[config.mk]
export PLATFORM = sky130hd
export DESIGN_NAME = cic_top
export DESIGN_NICKNAME = d
export VERILOG_FILES = /design/src/verilog/cic_pkg.sv /design/src/verilog/cic_core.sv /design/src/verilog/cic_top.sv
export VERILOG_INCLUDE_DIRS = /design/src /design/src/verilog
export SDC_FILE = /design/constraint.sdc
export NUM_CORES = 1
export LEC_CHECK = 0
export BUFFER_PORTS_ARGS = -buffer_cell sky130_fd_sc_hd__buf_2
export CAP_MARGIN = 25
export CORE_MARGIN = 5
export CORE_UTILIZATION = 58
export CTS_CLUSTER_DIAMETER = 50
export DETAILED_ROUTE_END_ITERATION = 8
export PLACE_DENSITY_LB_ADDON = 0.12
export SLEW_MARGIN = 20
export SYNTH_ARGS = -nofsm -noshare
export SYNTH_HDL_FRONTEND = slang
export SYNTH_SLANG_ARGS = --single-unit
[constraint.sdc]
create_clock -name hclk -period 3.6 [get_ports hclk]
set_input_delay 0.72 -clock hclk [delete_from_list [all_inputs] [get_ports hclk]]
set_output_delay 0.72 -clock hclk [all_outputs]
set_load 0.05 [all_outputs]
[src/verilog/cic_defs.svh]
// Purpose: offsets, fields, reset values and codes of the cascaded
//          interrupt controller pair
// Assumes: word registers, byte addresses within one 256-byte window
// Notes:   bank bit selects master (0) or slave (1)
`ifndef CIC_DEFS_SVH
`define CIC_DEFS_SVH

// byte address layout: haddr[7:6] zero, haddr[5] bank, haddr[4:2] register
`define CIC_BANK_BIT   5
`define CIC_REG_CTRL   3'h0
`define CIC_REG_BASE   3'h1
`define CIC_REG_MASK   3'h2
`define CIC_REG_CMD    3'h3
`define CIC_REG_PEND   3'h4
`define CIC_REG_INSV   3'h5
`define CIC_REG_POLL   3'h6

// control register fields
`define CIC_CTRL_AUTOMATIC_END_OF_INTERRUPT  0
`define CIC_CTRL_SFNM  1
`define CIC_CTRL_SMM   2

// command register: code in [7:5], line in [2:0]
`define CIC_CMD_NSEOI  3'h1
`define CIC_CMD_SEOI   3'h3
`define CIC_CMD_POLL   3'h4

// reset values
`define CIC_RST_CTRL   3'h0
`define CIC_RST_BASE   8'h20
`define CIC_RST_MASK   8'hff

// master line that carries the internal slave, and the spurious line
`define CIC_SLAVE_LINE 3'h2
`define CIC_SPUR_LINE  3'h7

`endif

[src/verilog/cic_pkg.sv]
// Purpose: types and shared decode functions of the controller pair
// Assumes: line 0 is the highest level, line 7 the lowest
// Notes:   no rotation of levels is modelled
package cic_pkg;

    typedef enum logic [0:0] {ACK_IDLE, ACK_WAIT2} cic_ack_t;

    typedef struct packed {
        logic [7:0] pend;
        logic [7:0] insv;
    } cic_core_st_t;

    typedef struct packed {
        logic [15:0] sync1;
        logic [15:0] sync2;
        logic [15:0] sync3;
        logic [15:0] filt;
        logic        s_irq_q;
        logic [2:0]  m_ctrl;
        logic [2:0]  s_ctrl;
        logic [7:0]  m_base;
        logic [7:0]  s_base;
        logic [7:0]  m_mask;
        logic [7:0]  s_mask;
        logic [7:0]  m_poll;
        logic [7:0]  s_poll;
        logic        dp_wr;
        logic        dp_rd;
        logic [7:0]  dp_addr;
        logic        hreadyout;
        logic        hresp;
        logic [31:0] hrdata;
        cic_ack_t    ack_st;
        logic [2:0]  ack_line;
        logic        ack_slave;
        logic [2:0]  s_line;
        logic        int_request;
        logic [7:0]  ack_vector;
        logic        ack_vector_valid;
        logic [2:0]  cascade_select;
    } cic_top_st_t;

    // highest-level set bit: {found, index}
    function automatic logic [3:0] cic_first(input logic [7:0] bits);
        logic [3:0] r;
        r = 4'h0;
        for (int i = 7; i >= 0; i--) begin
            if (bits[i]) begin
                r = {1'b1, 3'(i)};
            end
        end
        return r;
    endfunction

    // lines whose level may interrupt the current in-service state
    function automatic logic [7:0] cic_allow(input logic [7:0] insv,
                                             input logic       sfnm,
                                             input logic       smm);
        logic [7:0] r;
        logic [3:0] top;
        top = cic_first(insv);
        r = 8'hff;
        if (smm) begin
            r = ~insv;
        end else if (top[3]) begin
            for (int i = 0; i < 8; i++) begin
                r[i] = (3'(i) < top[2:0]) || (sfnm && 3'(i) == top[2:0]);
            end
        end
        return r;
    endfunction

    // vector of a line: base plus line index
    function automatic logic [7:0] cic_vec(input logic [7:0] base,
                                           input logic [2:0] line);
        return 8'(base + {5'h00, line});
    endfunction

endpackage

[src/verilog/cic_core.sv]
// Purpose: one controller: pending, in-service, priority and takes
// Assumes: request rises arrive already synchronised, one cycle each
// Notes:   outputs depend on state, mask and mode inputs only, so the top may feed back
`timescale 1ns/1ns
`include "cic_defs.svh"
module cic_core (
    input  wire logic       hclk,      // system clock
    input  wire logic       hresetn,   // async reset, low
    input  wire logic       ce,        // clock enable
    input  wire logic [7:0] req_rise,  // new request per line
    input  wire logic [7:0] mask,      // mask bits
    input  wire logic       automatic_end_of_interrupt,      // automatic end of interrupt
    input  wire logic       sfnm,      // special fully nested
    input  wire logic       smm,       // special mask mode
    input  wire logic       do_ack,    // acknowledge best line
    input  wire logic       do_poll,   // poll command
    input  wire logic       eoi_ns,    // nonspecific end of interrupt
    input  wire logic       eoi_sp,    // specific end of interrupt
    input  wire logic [2:0] eoi_line,  // line for specific command
    output logic      [7:0] pend,      // pending bits
    output logic      [7:0] insv,      // in-service bits
    output logic            ack_ok,    // a line may be forwarded
    output logic      [2:0] ack_line,  // line that would be taken
    output logic            poll_ok,   // poll would find a request
    output logic      [2:0] poll_line  // line a poll would take
);
    import cic_pkg::*;

    cic_core_st_t q;
    cic_core_st_t n;
    logic [7:0]   allow;
    logic [3:0]   best_a;
    logic [3:0]   best_p;
    logic [3:0]   top_is;

    // priority resolution from in-service bits and mode
    always_comb begin
        allow  = cic_allow(q.insv, sfnm, smm);
        best_a = cic_first(q.pend & ~mask & allow);
        best_p = cic_first(q.pend & allow);
        top_is = cic_first(q.insv);
    end

    assign pend      = q.pend;
    assign insv      = q.insv;
    assign ack_ok    = best_a[3];
    assign ack_line  = best_a[2:0];
    assign poll_ok   = best_p[3];
    assign poll_line = best_p[2:0];

    // clears first, sets last, so a same-cycle set is never lost
    always_comb begin
        n = q;
        if (eoi_sp) begin
            n.insv[eoi_line] = 1'b0;
        end
        if (eoi_ns && top_is[3]) begin
            n.insv[top_is[2:0]] = 1'b0;
        end
        if (do_ack && best_a[3]) begin
            n.pend[best_a[2:0]] = 1'b0;
            // auto mode ends service at once: any level may preempt
            n.insv[best_a[2:0]] = ~automatic_end_of_interrupt;
        end
        if (do_poll && best_p[3]) begin
            n.pend[best_p[2:0]] = 1'b0;
            n.insv[best_p[2:0]] = 1'b1;
        end
        n.pend = n.pend | req_rise;
    end

    always_ff @(posedge hclk or negedge hresetn) begin
        if (!hresetn) begin
            q <= '0;
        end else if (ce) begin
            q <= n;
        end
    end
endmodule

[src/verilog/cic_top.sv]
// Purpose: master/slave interrupt controller pair behind AHB-Lite
// Assumes: acknowledge pulses come from logic on hclk; request lines
//          come from pins or other domains and are synchronised
// Notes:   edge-triggered requests only; fixed levels, line 0 highest
`timescale 1ns/1ns
`include "cic_defs.svh"
module cic_top (
    input  wire logic        hclk,              // 20 MHz system clock
    input  wire logic        hresetn,           // async reset, low
    input  wire logic        ce,                // clock enable
    input  wire logic        hsel,              // ahb slave select
    input  wire logic [31:0] haddr,             // ahb address
    input  wire logic [1:0]  htrans,            // ahb transfer type
    input  wire logic        hwrite,            // ahb write
    input  wire logic [2:0]  hsize,             // ahb size, word only
    input  wire logic [31:0] hwdata,            // ahb write data
    input  wire logic        hready,            // ahb bus ready
    output logic      [31:0] hrdata,            // ahb read data
    output logic             hreadyout,         // ahb slave ready
    output logic             hresp,             // ahb response, okay
    input  wire logic [7:0]  m_request_line,    // master lines, 2 unused
    input  wire logic [7:0]  s_request_line,    // slave lines
    input  wire logic        ack_pulse,         // cpu acknowledge pulse
    output logic             int_request,       // request to cpu
    output logic      [7:0]  ack_vector,        // vector on data bus
    output logic             ack_vector_valid,  // vector strobe
    output logic      [2:0]  cascade_select     // answering slave id
);
    import cic_pkg::*;

    localparam cic_top_st_t RST = '{
        m_ctrl: `CIC_RST_CTRL, s_ctrl: `CIC_RST_CTRL,
        m_base: `CIC_RST_BASE, s_base: `CIC_RST_BASE,
        m_mask: `CIC_RST_MASK, s_mask: `CIC_RST_MASK,
        hreadyout: 1'b1, ack_st: ACK_IDLE, default: '0};

    cic_top_st_t q;
    cic_top_st_t n;

    logic [15:0] stable;
    logic [15:0] rise;
    logic [7:0]  m_rise;
    logic        bus_take;
    logic        wr_slave;
    logic [2:0]  wr_reg;
    logic [2:0]  cmd_code;
    logic        m_ack;
    logic        s_ack;
    logic        m_poll;
    logic        s_poll;
    logic        m_ns;
    logic        s_ns;
    logic        m_sp;
    logic        s_sp;
    logic [2:0]  eoi_line;
    logic [7:0]  m_pend;
    logic [7:0]  m_insv;
    logic        m_ack_ok;
    logic [2:0]  m_ack_line;
    logic        m_poll_ok;
    logic [2:0]  m_poll_line;
    logic [7:0]  s_pend;
    logic [7:0]  s_insv;
    logic        s_ack_ok;
    logic [2:0]  s_ack_line;
    logic        s_poll_ok;
    logic [2:0]  s_poll_line;
    logic [2:0]  take_line;
    logic [31:0] rd_word;

    // read multiplexer; unmapped words read zero with an okay answer
    function automatic logic [31:0] read_reg(input logic [2:0] r,
                                             input logic [2:0] ctrl,
                                             input logic [7:0] base,
                                             input logic [7:0] mask,
                                             input logic [7:0] pend,
                                             input logic [7:0] insv,
                                             input logic [7:0] poll);
        logic [7:0] v;
        v = 8'h00;
        unique case (r)
            `CIC_REG_CTRL: v = {5'h00, ctrl};
            `CIC_REG_BASE: v = base;
            `CIC_REG_MASK: v = mask;
            `CIC_REG_PEND: v = pend;
            `CIC_REG_INSV: v = insv;
            `CIC_REG_POLL: v = poll;
            default:       v = 8'h00;
        endcase
        return {24'h00_0000, v};
    endfunction

    // master and slave controllers; slave has no automatic end mode
    cic_core u_master (
        .hclk      (hclk),
        .hresetn   (hresetn),
        .ce        (ce),
        .req_rise  (m_rise),
        .mask      (q.m_mask),
        .automatic_end_of_interrupt      (q.m_ctrl[`CIC_CTRL_AUTOMATIC_END_OF_INTERRUPT]),
        .sfnm      (q.m_ctrl[`CIC_CTRL_SFNM]),
        .smm       (q.m_ctrl[`CIC_CTRL_SMM]),
        .do_ack    (m_ack),
        .do_poll   (m_poll),
        .eoi_ns    (m_ns),
        .eoi_sp    (m_sp),
        .eoi_line  (eoi_line),
        .pend      (m_pend),
        .insv      (m_insv),
        .ack_ok    (m_ack_ok),
        .ack_line  (m_ack_line),
        .poll_ok   (m_poll_ok),
        .poll_line (m_poll_line)
    );

    cic_core u_slave (
        .hclk      (hclk),
        .hresetn   (hresetn),
        .ce        (ce),
        .req_rise  (rise[15:8]),
        .mask      (q.s_mask),
        .automatic_end_of_interrupt      (1'b0),
        .sfnm      (q.s_ctrl[`CIC_CTRL_SFNM]),
        .smm       (q.s_ctrl[`CIC_CTRL_SMM]),
        .do_ack    (s_ack),
        .do_poll   (s_poll),
        .eoi_ns    (s_ns),
        .eoi_sp    (s_sp),
        .eoi_line  (eoi_line),
        .pend      (s_pend),
        .insv      (s_insv),
        .ack_ok    (s_ack_ok),
        .ack_line  (s_ack_line),
        .poll_ok   (s_poll_ok),
        .poll_line (s_poll_line)
    );

    // request edges: count a rise once stages two and three agree
    always_comb begin
        stable = ~(q.sync2 ^ q.sync3);
        rise   = stable & q.sync2 & ~q.filt;
        // slave forwarding shows up as a rise on master line 2
        m_rise = {rise[7:3], s_ack_ok & ~q.s_irq_q, rise[1:0]};
    end

    // command decode in the write data phase
    always_comb begin
        wr_slave = q.dp_addr[`CIC_BANK_BIT];
        wr_reg   = q.dp_addr[4:2];
        cmd_code = hwdata[7:5];
        eoi_line = hwdata[2:0];
        m_ns   = 1'b0;
        s_ns   = 1'b0;
        m_sp   = 1'b0;
        s_sp   = 1'b0;
        m_poll = 1'b0;
        s_poll = 1'b0;
        if (q.dp_wr && q.dp_addr[7:6] == 2'b00 && wr_reg == `CIC_REG_CMD) begin
            m_ns   = !wr_slave && cmd_code == `CIC_CMD_NSEOI;
            s_ns   = wr_slave && cmd_code == `CIC_CMD_NSEOI;
            m_sp   = !wr_slave && cmd_code == `CIC_CMD_SEOI;
            s_sp   = wr_slave && cmd_code == `CIC_CMD_SEOI;
            m_poll = !wr_slave && cmd_code == `CIC_CMD_POLL;
            s_poll = wr_slave && cmd_code == `CIC_CMD_POLL;
        end
    end

    // first acknowledge pulse takes the master's best line
    always_comb begin
        take_line = m_ack_ok ? m_ack_line : `CIC_SPUR_LINE;
        m_ack = ack_pulse && q.ack_st == ACK_IDLE;
        s_ack = m_ack && m_ack_ok
                && m_ack_line == `CIC_SLAVE_LINE;
    end

    // next state of everything the top owns
    always_comb begin
        n = q;
        bus_take = hsel && hready && htrans[1];
        rd_word  = q.dp_addr[`CIC_BANK_BIT]
            ? read_reg(q.dp_addr[4:2], q.s_ctrl, q.s_base, q.s_mask,
                       s_pend, s_insv, q.s_poll)
            : read_reg(q.dp_addr[4:2], q.m_ctrl, q.m_base, q.m_mask,
                       m_pend, m_insv, q.m_poll);

        // three-stage synchroniser and agreed level
        n.sync1 = {s_request_line, m_request_line};
        n.sync2 = q.sync1;
        n.sync3 = q.sync2;
        n.filt  = (q.filt & ~stable) | (q.sync2 & stable);
        n.s_irq_q = s_ack_ok;

        // address phase; reads get one wait state so that the word
        // sampled already includes a write made just before
        n.dp_wr     = bus_take && hwrite;
        n.dp_rd     = bus_take && !hwrite;
        n.dp_addr   = haddr[7:0];
        n.hreadyout = !(bus_take && !hwrite);
        n.hresp     = 1'b0;
        if (q.dp_rd) begin
            n.hrdata = (q.dp_addr[7:6] == 2'b00) ? rd_word : 32'h0000_0000;
        end

        // register writes in the data phase
        if (q.dp_wr && q.dp_addr[7:6] == 2'b00) begin
            unique case ({wr_slave, wr_reg})
                {1'b0, `CIC_REG_CTRL}: n.m_ctrl = hwdata[2:0];
                {1'b1, `CIC_REG_CTRL}: n.s_ctrl = hwdata[2:0];
                {1'b0, `CIC_REG_BASE}: n.m_base = hwdata[7:0];
                {1'b1, `CIC_REG_BASE}: n.s_base = hwdata[7:0];
                {1'b0, `CIC_REG_MASK}: n.m_mask = hwdata[7:0];
                {1'b1, `CIC_REG_MASK}: n.s_mask = hwdata[7:0];
                default: ;
            endcase
        end

        // poll byte reflects what the poll command took
        if (m_poll) begin
            n.m_poll = {m_poll_ok, 4'h0, m_poll_line};
        end
        if (s_poll) begin
            n.s_poll = {s_poll_ok, 4'h0, s_poll_line};
        end

        // acknowledge handshake over two pulses
        n.int_request      = m_ack_ok;
        n.ack_vector_valid = 1'b0;
        unique case (q.ack_st)
            ACK_IDLE: begin
                if (ack_pulse) begin
                    n.ack_line  = take_line;
                    n.ack_slave = s_ack;
                    n.s_line    = s_ack_ok ? s_ack_line : `CIC_SPUR_LINE;
                    // cascade names the slave hung on the taken line
                    n.cascade_select = take_line;
                    n.ack_st = ACK_WAIT2;
                end
            end
            ACK_WAIT2: begin
                if (ack_pulse) begin
                    n.ack_vector = q.ack_slave
                        ? cic_vec(q.s_base, q.s_line)
                        : cic_vec(q.m_base, q.ack_line);
                    n.ack_vector_valid = 1'b1;
                    n.ack_st = ACK_IDLE;
                end
            end
        endcase
    end

    assign hrdata           = q.hrdata;
    assign hreadyout        = q.hreadyout;
    assign hresp            = q.hresp;
    assign int_request      = q.int_request;
    assign ack_vector       = q.ack_vector;
    assign ack_vector_valid = q.ack_vector_valid;
    assign cascade_select   = q.cascade_select;

    // one register for all state; low enable freezes everything
    always_ff @(posedge hclk or negedge hresetn) begin
        if (!hresetn) begin
            q <= RST;
        end else if (ce) begin
            q <= n;
        end
    end
endmodule

==> flow_summary.json, run 1 <==
{
  "layout_setup_ws_ps": 394,
  "root_buffer": "clkbuf_16",
  "ys_async_sr_fraction": 1.00,
  "ys.flop_type": "dfrtp_1",
  "postPlaceCellArea_um2": 10500,
  "rsz0062_at_grt": "no",
  "clk_pin_slew_worst_paths_ps": 70,
  "routed_wl_um": 26900,
  "yosys.area_share.simple": 0.150,
  "ios": 139,
  "track_usage": 0.274,
  "hp-class": "in -> async",
  "grt-ovfl-total": 0,
  "ys_seq_elements": 174,
  "synth_edf_count": 0,
  "crit_top_cell": "or2_2",
  "drive_gt1_frac": 0.249,
  "worstPathArrival_ps": 3520,
  "syn_area_um2": 10200,
  "critPathKind": "reg -> reg",
  "n_antenna_cell": 0,
  "die_area_um2": 20300,
  "cp_slowest_stage_delay_ps": 560,
  "clock.fmax_mhz": 312,
  "power_density_nw_per_um2": 655,
  "fp.coreArea_um2": 17200,
  "synth_xor_xnor_area_share": 0.00861,
  "finClkSkew_ps": 7.72,
  "dp_hpwl_um": 20500,
  "synth_compound_area_frac": 0.176,
  "die_w_um": 142,
  "yosys_warnings": 0,
  "ant_nets": 0,
  "post-cts-setup-buffers": 0,
  "crit_slowest_cell": "or4b_1",
  "vdd_drop_max_mv": 0.444,
  "cp-start-kind": "flip-flop",
  "yosys.area_share.adder": 0.0322,
  "vias": 8010,
  "final_area_um2": 11100,
  "vias_per_cell": 6.24,
  "outcome": "complete, no violations",
  "hold_buffers": 0,
  "slew_headroom": 0.497,
  "drv_cap": 0,
  "worstPathCellList": "or2_2 -> a2111o_1 -> a211oi_2 -> or2_2 -> nor2b_1 -> o21ai_2 -> or4b_1 -> a32o_1",
  "synth_cells": 1013,
  "start_util": 0.590,
  "antenna_found_initial": 0,
  "die_y_um": 142,
  "htree_levels": 4,
  "seq_area_frac_synth": 0.430,
  "whs_ps": 283,
  "cts_tree": "built",
  "num_rows": 48,
  "muxShareOfSynthArea": 0.138,
  "crit_required_ps": 3910,
  "grt_max_degree": 69,
  "wl_per_cell_um": 21.0,
  "clkSinkCount": 174,
  "yosys.cell_types.count": 86,
  "tightest_slew_ps": 755,
  "cp_max_fo": 13,
  "end_kind": "flip-flop",
  "clk_latency_ps": 420,
  "io_buffers": 58,
  "hold_viol": 0,
  "numCtsBuffers": 17,
  "pre_cts_slack_ps": 438,
  "synth_top_family_by_area": "compound AO/OA/AOI/OAI gates",
  "min_period_ps": 3210,
  "fin_nets": 1163,
  "setup_violations": 0,
  "tns_ps": 0,
  "drt-initial-drc-count": 651,
  "drc_errors": 0,
  "firstDrtPassIters": 5,
  "syn_area_per_cell_um2": 10.0,
  "grt_pass1_vias": 7740,
  "cpLargestDelayFamily": "simple AND/OR/NAND/NOR gates",
  "ctsResizeCount": 0,
  "clockBufferDepth": 2,
  "crit_buf_inv": 0,
  "gp_congestion": 1.02,
  "p_leak_nw": 4.93,
  "post-route-period-util": 0.890,
  "slew_violations": 0,
  "areaGrowthSynthToFinish_pct": 9.29,
  "grt_pass1_wl_um": 43200
}
## cell usage after synthesis (5+ instances only)
master	n	area share
ha_1	23	0.028
nand2b_1	9	0.0055
o22a_1	6	0.0052
o22ai_1	8	0.0049
and2_1	6	0.0037
o211ai_1	9	0.0066
nand3_1	22	0.011
nor3_1	17	0.0084
clkbuf_1	31	0.011
a21o_1	6	0.0044
and3_1	5	0.0031
a22o_1	12	0.010
o21ai_0	82	0.040
a21oi_1	42	0.021
a211oi_1	6	0.0044
nor2b_1	19	0.012
a32o_1	9	0.0089
a22oi_1	10	0.0074
mux2i_1	13	0.013
buf_4	44	0.032
buf_1	10	0.0037
or3_1	5	0.0031
a31oi_1	5	0.0031
nand4_1	6	0.0037
dfrtp_1	155	0.38
nor2_1	53	0.020
nand3b_1	22	0.016
or2_2	6	0.0037
nand2_1	100	0.037
mux2_2	107	0.12
dfstp_2	19	0.049
xor2_1	6	0.0052
nor3b_1	10	0.0074
inv_1	32	0.012
## worst reg2reg max path, stage by stage (launching register included)
cell,delay (ps)
dfrtp_1,530
or2_2,390
a2111o_1,420
a211oi_2,320
or2_2,190
nor2b_1,290
o21ai_2,160
or4b_1,560
a32o_1,240
## layout make-up
type / instances / area, um2
fillers: 1441 / 6120
multi-input cells: 740 / 5240
flip-flops and latches: 174 / 4380
repair buffers: 81 / 484
clock buffers: 18 / 439
well taps: 225 / 282
clock inverters: 13 / 175
inverters: 32 / 120
## cells in the final DEF, fill, tap and decap left out, drive strengths merged, types with 12 or more instances in the layout
cell,count
dfrtp,155
dfstp,19
clkbuf,18
conb,25
mux2i,13
a22o,12
nor3,17
nand2,101
a21oi,42
nand3b,22
inv,39
nand3,22
ha,23
buf,81
mux2,107
nor2,54
nor2b,19
o21ai,86
## sequential cells by signal (all words and copies together), names as in the netlist, named ones only
| signal | flops |
|---|---|
| q | 75 |
| hreadyout | 1 |
| ack_vector | 8 |
| cascade_select | 3 |
| ack_vector_valid | 1 |
| hrdata | 8 |
| u_slave.insv | 8 |
| u_master.pend | 8 |
| u_slave.pend | 8 |
| u_master.insv | 8 |
| n | 30 |
| int_request | 1 |
## kinds of logic (layout without fill, tap and decap cells)
family	after synthesis	count (layout)
compound gates	259	259
fa+ha+maj	25	25
xor+xnor	10	10
simple gates	298	298
flops	174	174
mux	123	123
other cells	1	25
buf+inv	123	144
## routing by layer
metal | vias up | global-route usage | part of all wire
met5 | - | 0 | 0
met4 | 0 | 0.111 | 0.038
met3 | 62 | 0.0524 | 0.077
met2 | 308 | 0.396 | 0.43
met1 | 3924 | 0.407 | 0.46
li1 | 3716 | - | -
## through the flow
| stage | power, mW | utilization | instances |
|---|---|---|---|
| 6_report | 7.29 | 0.645 | 1283 |
| 5_1_grt | 7.72 | 0.645 | 1283 |
| 4_1_cts | 7.29 | 0.645 | 1283 |
| 3_5_place_dp | 5.33 | 0.609 | 1252 |
| 3_3_place_gp | 5.28 | 0.609 | 1252 |
| 2_1_floorplan | 4.66 | - | 1037 |
## report_power, final
part	switching, mW	internal (mW)
logic	1.64	1.02
registers	0.383	2.30
clock network	0.810	1.13
## final timing paths
kind / from / to / slack [ps] / cells past startpoint
hold / removal: hresetn / cascade_select[1]$_DFFE_PN0P_ / 280 / 1
min in group hclk: flip-flop / u_slave.pend[7]$_DFFE_PN0P_ / 460 / 1
setup reg to reg: u_master.insv[0]$_DFFE_PN0P_ / u_slave.pend[4]$_DFFE_PN0P_ / 390 / 8
hold reg to reg: flip-flop / u_slave.pend[7]$_DFFE_PN0P_ / 460 / 1
setup / recovery: u_master.insv[0]$_DFFE_PN0P_ / u_slave.pend[4]$_DFFE_PN0P_ / 390 / 8
max in group asynchronous: hresetn / q[86]$_DFFE_PN1P_ / 2460 / 2
No activity file was read; power rests on OpenSTA's default activity.
==> inputs of run 2 (changes only) <==
--- a/config.mk
+++ b/config.mk
@@ -18,2 +18,3 @@
 export SYNTH_HDL_FRONTEND = slang
 export SYNTH_SLANG_ARGS = --single-unit
+export TNS_END_PERCENT = 5
==> constraint.sdc (replaced) <==
create_clock -name hclk -period 3.6 [get_ports hclk]
set_input_delay 0.54 -clock hclk [delete_from_list [all_inputs] [get_ports hclk]]
set_output_delay 0.54 -clock hclk [all_outputs]
set_load 0.05 [all_outputs]
==> run 2 against run 1 <==
Clock skew is 4.1 ps higher. Sequential share of layout area is 0.080 points higher. Global-route usage is 0.18 points higher. Combinational power hardly changed. Cell area is 0.20% lower. Cell count hardly changed. Largest power group unchanged.
==> flow_summary.json, run 2 (synthesized netlist as in run 1, its figures left out) <==
{
  "finClkSkew_ps": 11.8,
  "grt_max_degree": 70,
  "pre_cts_slack_ps": 346,
  "io_buffers": 58,
  "crit_required_ps": 3920,
  "routed_wl_um": 27300,
  "largest_register_ffs": 75,
  "power_density_nw_per_um2": 647,
  "areaGrowthSynthToFinish_pct": 9.07,
  "drv_cap": 0,
  "rsz0062_at_grt": "no",
  "grt_pass1_wl_um": 43400,
  "slew_violations": 0,
  "hold_buffers": 0,
  "drive_gt1_frac": 0.249,
  "clk_pin_slew_worst_paths_ps": 80,
  "setup_violations": 0,
  "die_y_um": 142,
  "slew_headroom": 0.477,
  "cp_max_fo": 13,
  "tightest_slew_ps": 784,
  "clk_latency_ps": 430,
  "ctsResizeCount": 0,
  "vdd_drop_max_mv": 0.342,
  "worstPathArrival_ps": 3710,
  "cpLargestDelayFamily": "compound AO/OA/AOI/OAI gates",
  "nFillCells": 1463,
  "num_rows": 48,
  "clockBufferDepth": 2,
  "worstPathCellList": "nor3_1 -> o21ai_1 -> nand2_1 -> o311a_1 -> a2111oi_4 -> o21a_1 -> a41oi_1 -> a32o_1",
  "vias_per_cell": 6.14,
  "root_buffer": "clkbuf_16",
  "cp_slowest_stage_delay_ps": 630,
  "fin_nets": 1163,
  "clock.fmax_mhz": 294,
  "htree_levels": 4,
  "clkSinkCount": 174,
  "ios": 139,
  "antenna_found_initial": 0,
  "tns_ps": 0,
  "ant_nets": 0,
  "wl_per_cell_um": 21.3,
  "whs_ps": 113,
  "post-route-period-util": 0.943,
  "final_common_cell": "dfrtp_1",
  "regMostFlops": "q",
  "gp_congestion": 0.981,
  "firstDrtPassIters": 5,
  "drc_errors": 0,
  "grt_pass1_vias": 7693,
  "fp.coreArea_um2": 17200,
  "hold_viol": 0,
  "track_usage": 0.276,
  "crit_buf_inv": 0,
  "critPathKind": "reg -> reg",
  "min_period_ps": 3400,
  "outcome": "complete, no violations",
  "drt-initial-drc-count": 540,
  "most-common-layout-cells": "155 x dfrtp_1, 107 x mux2_2, 100 x nand2_1",
  "die_area_um2": 20300,
  "hp-class": "in -> async",
  "layout_setup_ws_ps": 204,
  "die_w_um": 142,
  "post-cts-setup-buffers": 0,
  "end_kind": "flip-flop",
  "vias": 7890,
  "grt-ovfl-total": 0,
  "p_leak_nw": 4.91,
  "n_antenna_cell": 0,
  "cp-start-kind": "flip-flop",
  "start_util": 0.590,
  "cts_tree": "built",
  "crit_slowest_cell": "dfrtp_1",
  "dp_hpwl_um": 20400,
  "numCtsBuffers": 17
}
run 2: cell types whose count changed in the layout (fill, tap and decap cells not counted), sizes merged:
cell | before | now
clkinv | 2 | 5
bufinv | 3 | 0
clkinvlp | 1 | 2
inv | 39 | 40
clkbuf | 18 | 17
run 2: area by class of cell:
cell class / count / area (um2) / share of cell area
inverters: 32 / 120 / 0.0108
well taps: 225 / 282 / 0.0254
multi-input cells: 740 / 5240 / 0.472
flip-flops and latches: 174 / 4380 / 0.395
clock buffers: 17 / 425 / 0.0384
repair buffers: 81 / 484 / 0.0437
clock inverters: 15 / 166 / 0.0150
run 2: final timing paths:
kind,startpoint,end,slack (ps),cells past startpoint
worst min register to register,flip-flop,u_slave.pend[7]$_DFFE_PN0P_,440,1
max in group asynchronous,hresetn,q[81]$_DFFE_PN1P_,2630,2
worst max-delay path,u_master.insv[0]$_DFFE_PN0P_,u_slave.pend[1]$_DFFE_PN0P_,200,8
worst min-delay path,hresetn,cascade_select[1]$_DFFE_PN0P_,110,1
worst max register to register,u_master.insv[0]$_DFFE_PN0P_,u_slave.pend[1]$_DFFE_PN0P_,200,8
min in group hclk,s_request_line[4],n[164]$_DFFE_PN0P_,330,2
run 2: routing by layer:
layer	wire, um	track usage	share of wire
met1	12600	0.406	0.46
met2	12100	0.411	0.44
met3	2070	0.0595	0.076
met4	594	0.0845	0.022
met5	0	0	0
run 2: metrics by stage:
step           cell area (um2)  instances  power (mW)   util
4_1_cts                  11100       1284        7.18  0.644
3_3_place_gp             10500       1252        5.28  0.609
6_report                 11100       1284        7.18  0.644
2_1_floorplan            10300       1037        4.66      -
3_5_place_dp             10500       1252        5.32  0.609
5_1_grt                  11100       1284        7.60  0.644
run 2: report_power, final:
| part | internal, mW | switching, mW |
|---|---|---|
| logic | 1.02 | 1.64 |
| registers | 2.30 | 0.385 |
| clock network | 0.936 | 0.906 |
| total | 4.25 | 2.93 |
==> inputs of run 3 (changes only) <==
- RECOVER_POWER: default -> 25
==> run 3 against run 2 <==
The run now ends with max-capacitance violations, max-slew violations left. Wire length is essentially flat. Clock power about the same. Global-route usage unchanged. Register-to-register slack improved by 20 ps. Sequential cell count is the same. First-iteration DRC count increased by 11%. Cell area is 0.19% lower. Largest cell class unchanged.
==> flow_summary.json, run 3 (synthesized netlist as in run 1, its figures left out) <==
{
  "slew_violations": 70,
  "cp-start-kind": "flip-flop",
  "io_buffers": 58,
  "die_y_um": 142,
  "p_leak_nw": 4.91,
  "outcome": "finished with violations",
  "gp_congestion": 0.981,
  "dp_hpwl_um": 20400,
  "wl_met3_um": 1990,
  "end_kind": "flip-flop",
  "clkSinkCount": 174,
  "drt-initial-drc-count": 598,
  "nFillCells": 1467,
  "die_area_um2": 20300,
  "fp.coreArea_um2": 17200,
  "clk_latency_ps": 430,
  "layout_setup_ws_ps": 220,
  "num_rows": 48,
  "htree_levels": 4,
  "vias": 7921,
  "final_common_cell": "dfrtp_1",
  "grt_max_degree": 70,
  "finClkSkew_ps": 12.0,
  "firstDrtPassIters": 6,
  "violations": "max-capacitance violations, max-slew violations",
  "track_usage": 0.276,
  "min_period_ps": 3380,
  "wl_met2_um": 12000,
  "antenna_found_initial": 0,
  "regMostFlops": "q",
  "wl_per_cell_um": 21.2,
  "largest_register_ffs": 75,
  "clockBufferDepth": 2,
  "clk_pin_slew_worst_paths_ps": 80,
  "hold_viol": 0,
  "top_layer": "met4",
  "worstPathArrival_ps": 3700,
  "hold_buffers": 0,
  "ant_nets": 0,
  "n_antenna_cell": 0,
  "grt-ovfl-total": 0,
  "die_w_um": 142,
  "grt_pass1_vias": 7693,
  "power_density_nw_per_um2": 648,
  "vias_per_cell": 6.17,
  "crit_required_ps": 3920,
  "cp_max_fo": 13,
  "ctsResizeCount": 0,
  "root_buffer": "clkbuf_16",
  "drive_gt1_frac": 0.249,
  "clock.fmax_mhz": 296,
  "areaGrowthSynthToFinish_pct": 8.86,
  "setup_violations": 0,
  "post-route-period-util": 0.939,
  "critPathKind": "reg -> reg",
  "totalPowerFinal_mw": 7.18,
  "final_area_um2": 11100,
  "grt_pass1_wl_um": 43400,
  "postPlaceCellArea_um2": 10500,
  "final-seq-area_um2": 4380,
  "drv_cap": 1,
  "numCtsBuffers": 17,
  "ios": 139,
  "start_util": 0.590,
  "most-common-layout-cells": "155 x dfrtp_1, 107 x mux2_2, 100 x nand2_1",
  "cts_tree": "built",
  "multi_input_area_um2": 5240,
  "tightest_slew_ps": 1780,
  "drc_errors": 0,
  "slew_headroom": -0.189,
  "post-cts-setup-buffers": 0,
  "routed_wl_um": 27300,
  "wl_met1_um": 12700,
  "rsz0062_at_grt": "no",
  "vdd_drop_max_mv": 0.342,
  "hp-class": "in -> reg",
  "tns_ps": 0,
  "pre_cts_slack_ps": 346,
  "fin_nets": 1163
}
## run 3: cell types whose count changed in the layout (fill, tap and decap cells not counted)
cell / previous run / this run
buf_12: 1 / 0
buf_6: 1 / 0
clkbuf_2: 0 / 2
## run 3: path summary, 6_finish.rpt
kind	slack, ps	startpoint	end	depth (start not counted)
worst max-delay path	220	u_master.insv[0]$_DFFE_PN0P_	u_slave.pend[1]$_DFFE_PN0P_	8
worst min-delay path	330	s_request_line[4]	n[164]$_DFFE_PN0P_	2
worst max register to register	220	u_master.insv[0]$_DFFE_PN0P_	u_slave.pend[1]$_DFFE_PN0P_	8
worst min register to register	440	flip-flop	u_slave.pend[7]$_DFFE_PN0P_	1
max in group asynchronous	800	hresetn	q[146]$_DFFE_PN0P_	2
min in group asynchronous	580	hresetn	cascade_select[1]$_DFFE_PN0P_	1
## run 3: routing by layer
metal	GRT usage	vias to the layer above
li1	-	3718
met1	0.406	3865
met2	0.411	297
met3	0.0595	41
met4	0.0845	0
met5	0	-
## run 3: per-stage QoR
stage                     cells  hold slack (ps)  utilization
after floorplan            1037              244            -
after global placement     1252              425        0.609
after detailed placement   1252              437        0.609
after CTS                  1284              140        0.644
after global routing       1284              323        0.642
final                      1284              333        0.642
## run 3: critical path: stages, from the launching register on
cell	delay [ps]
dfrtp_1	620
nor3_1	80
o21ai_1	330
nand2_1	230
o311a_1	480
a2111oi_4	550
o21a_1	430
a41oi_1	270
a32o_1	270
## run 3: power breakdown
part           switching (mW)  internal [mW]
logic                    1.64           1.01
registers               0.386           2.30
clock network           0.910          0.936
## run 3: final cells by class
type | count | area share
tap | 225 | 0.0254
inverter | 32 | 0.0108
clock buffer | 17 | 0.0384
clock inverter | 15 | 0.0150
timing repair buffer | 81 | 0.0418
sequential | 174 | 0.395
multi-input combinational | 740 | 0.473
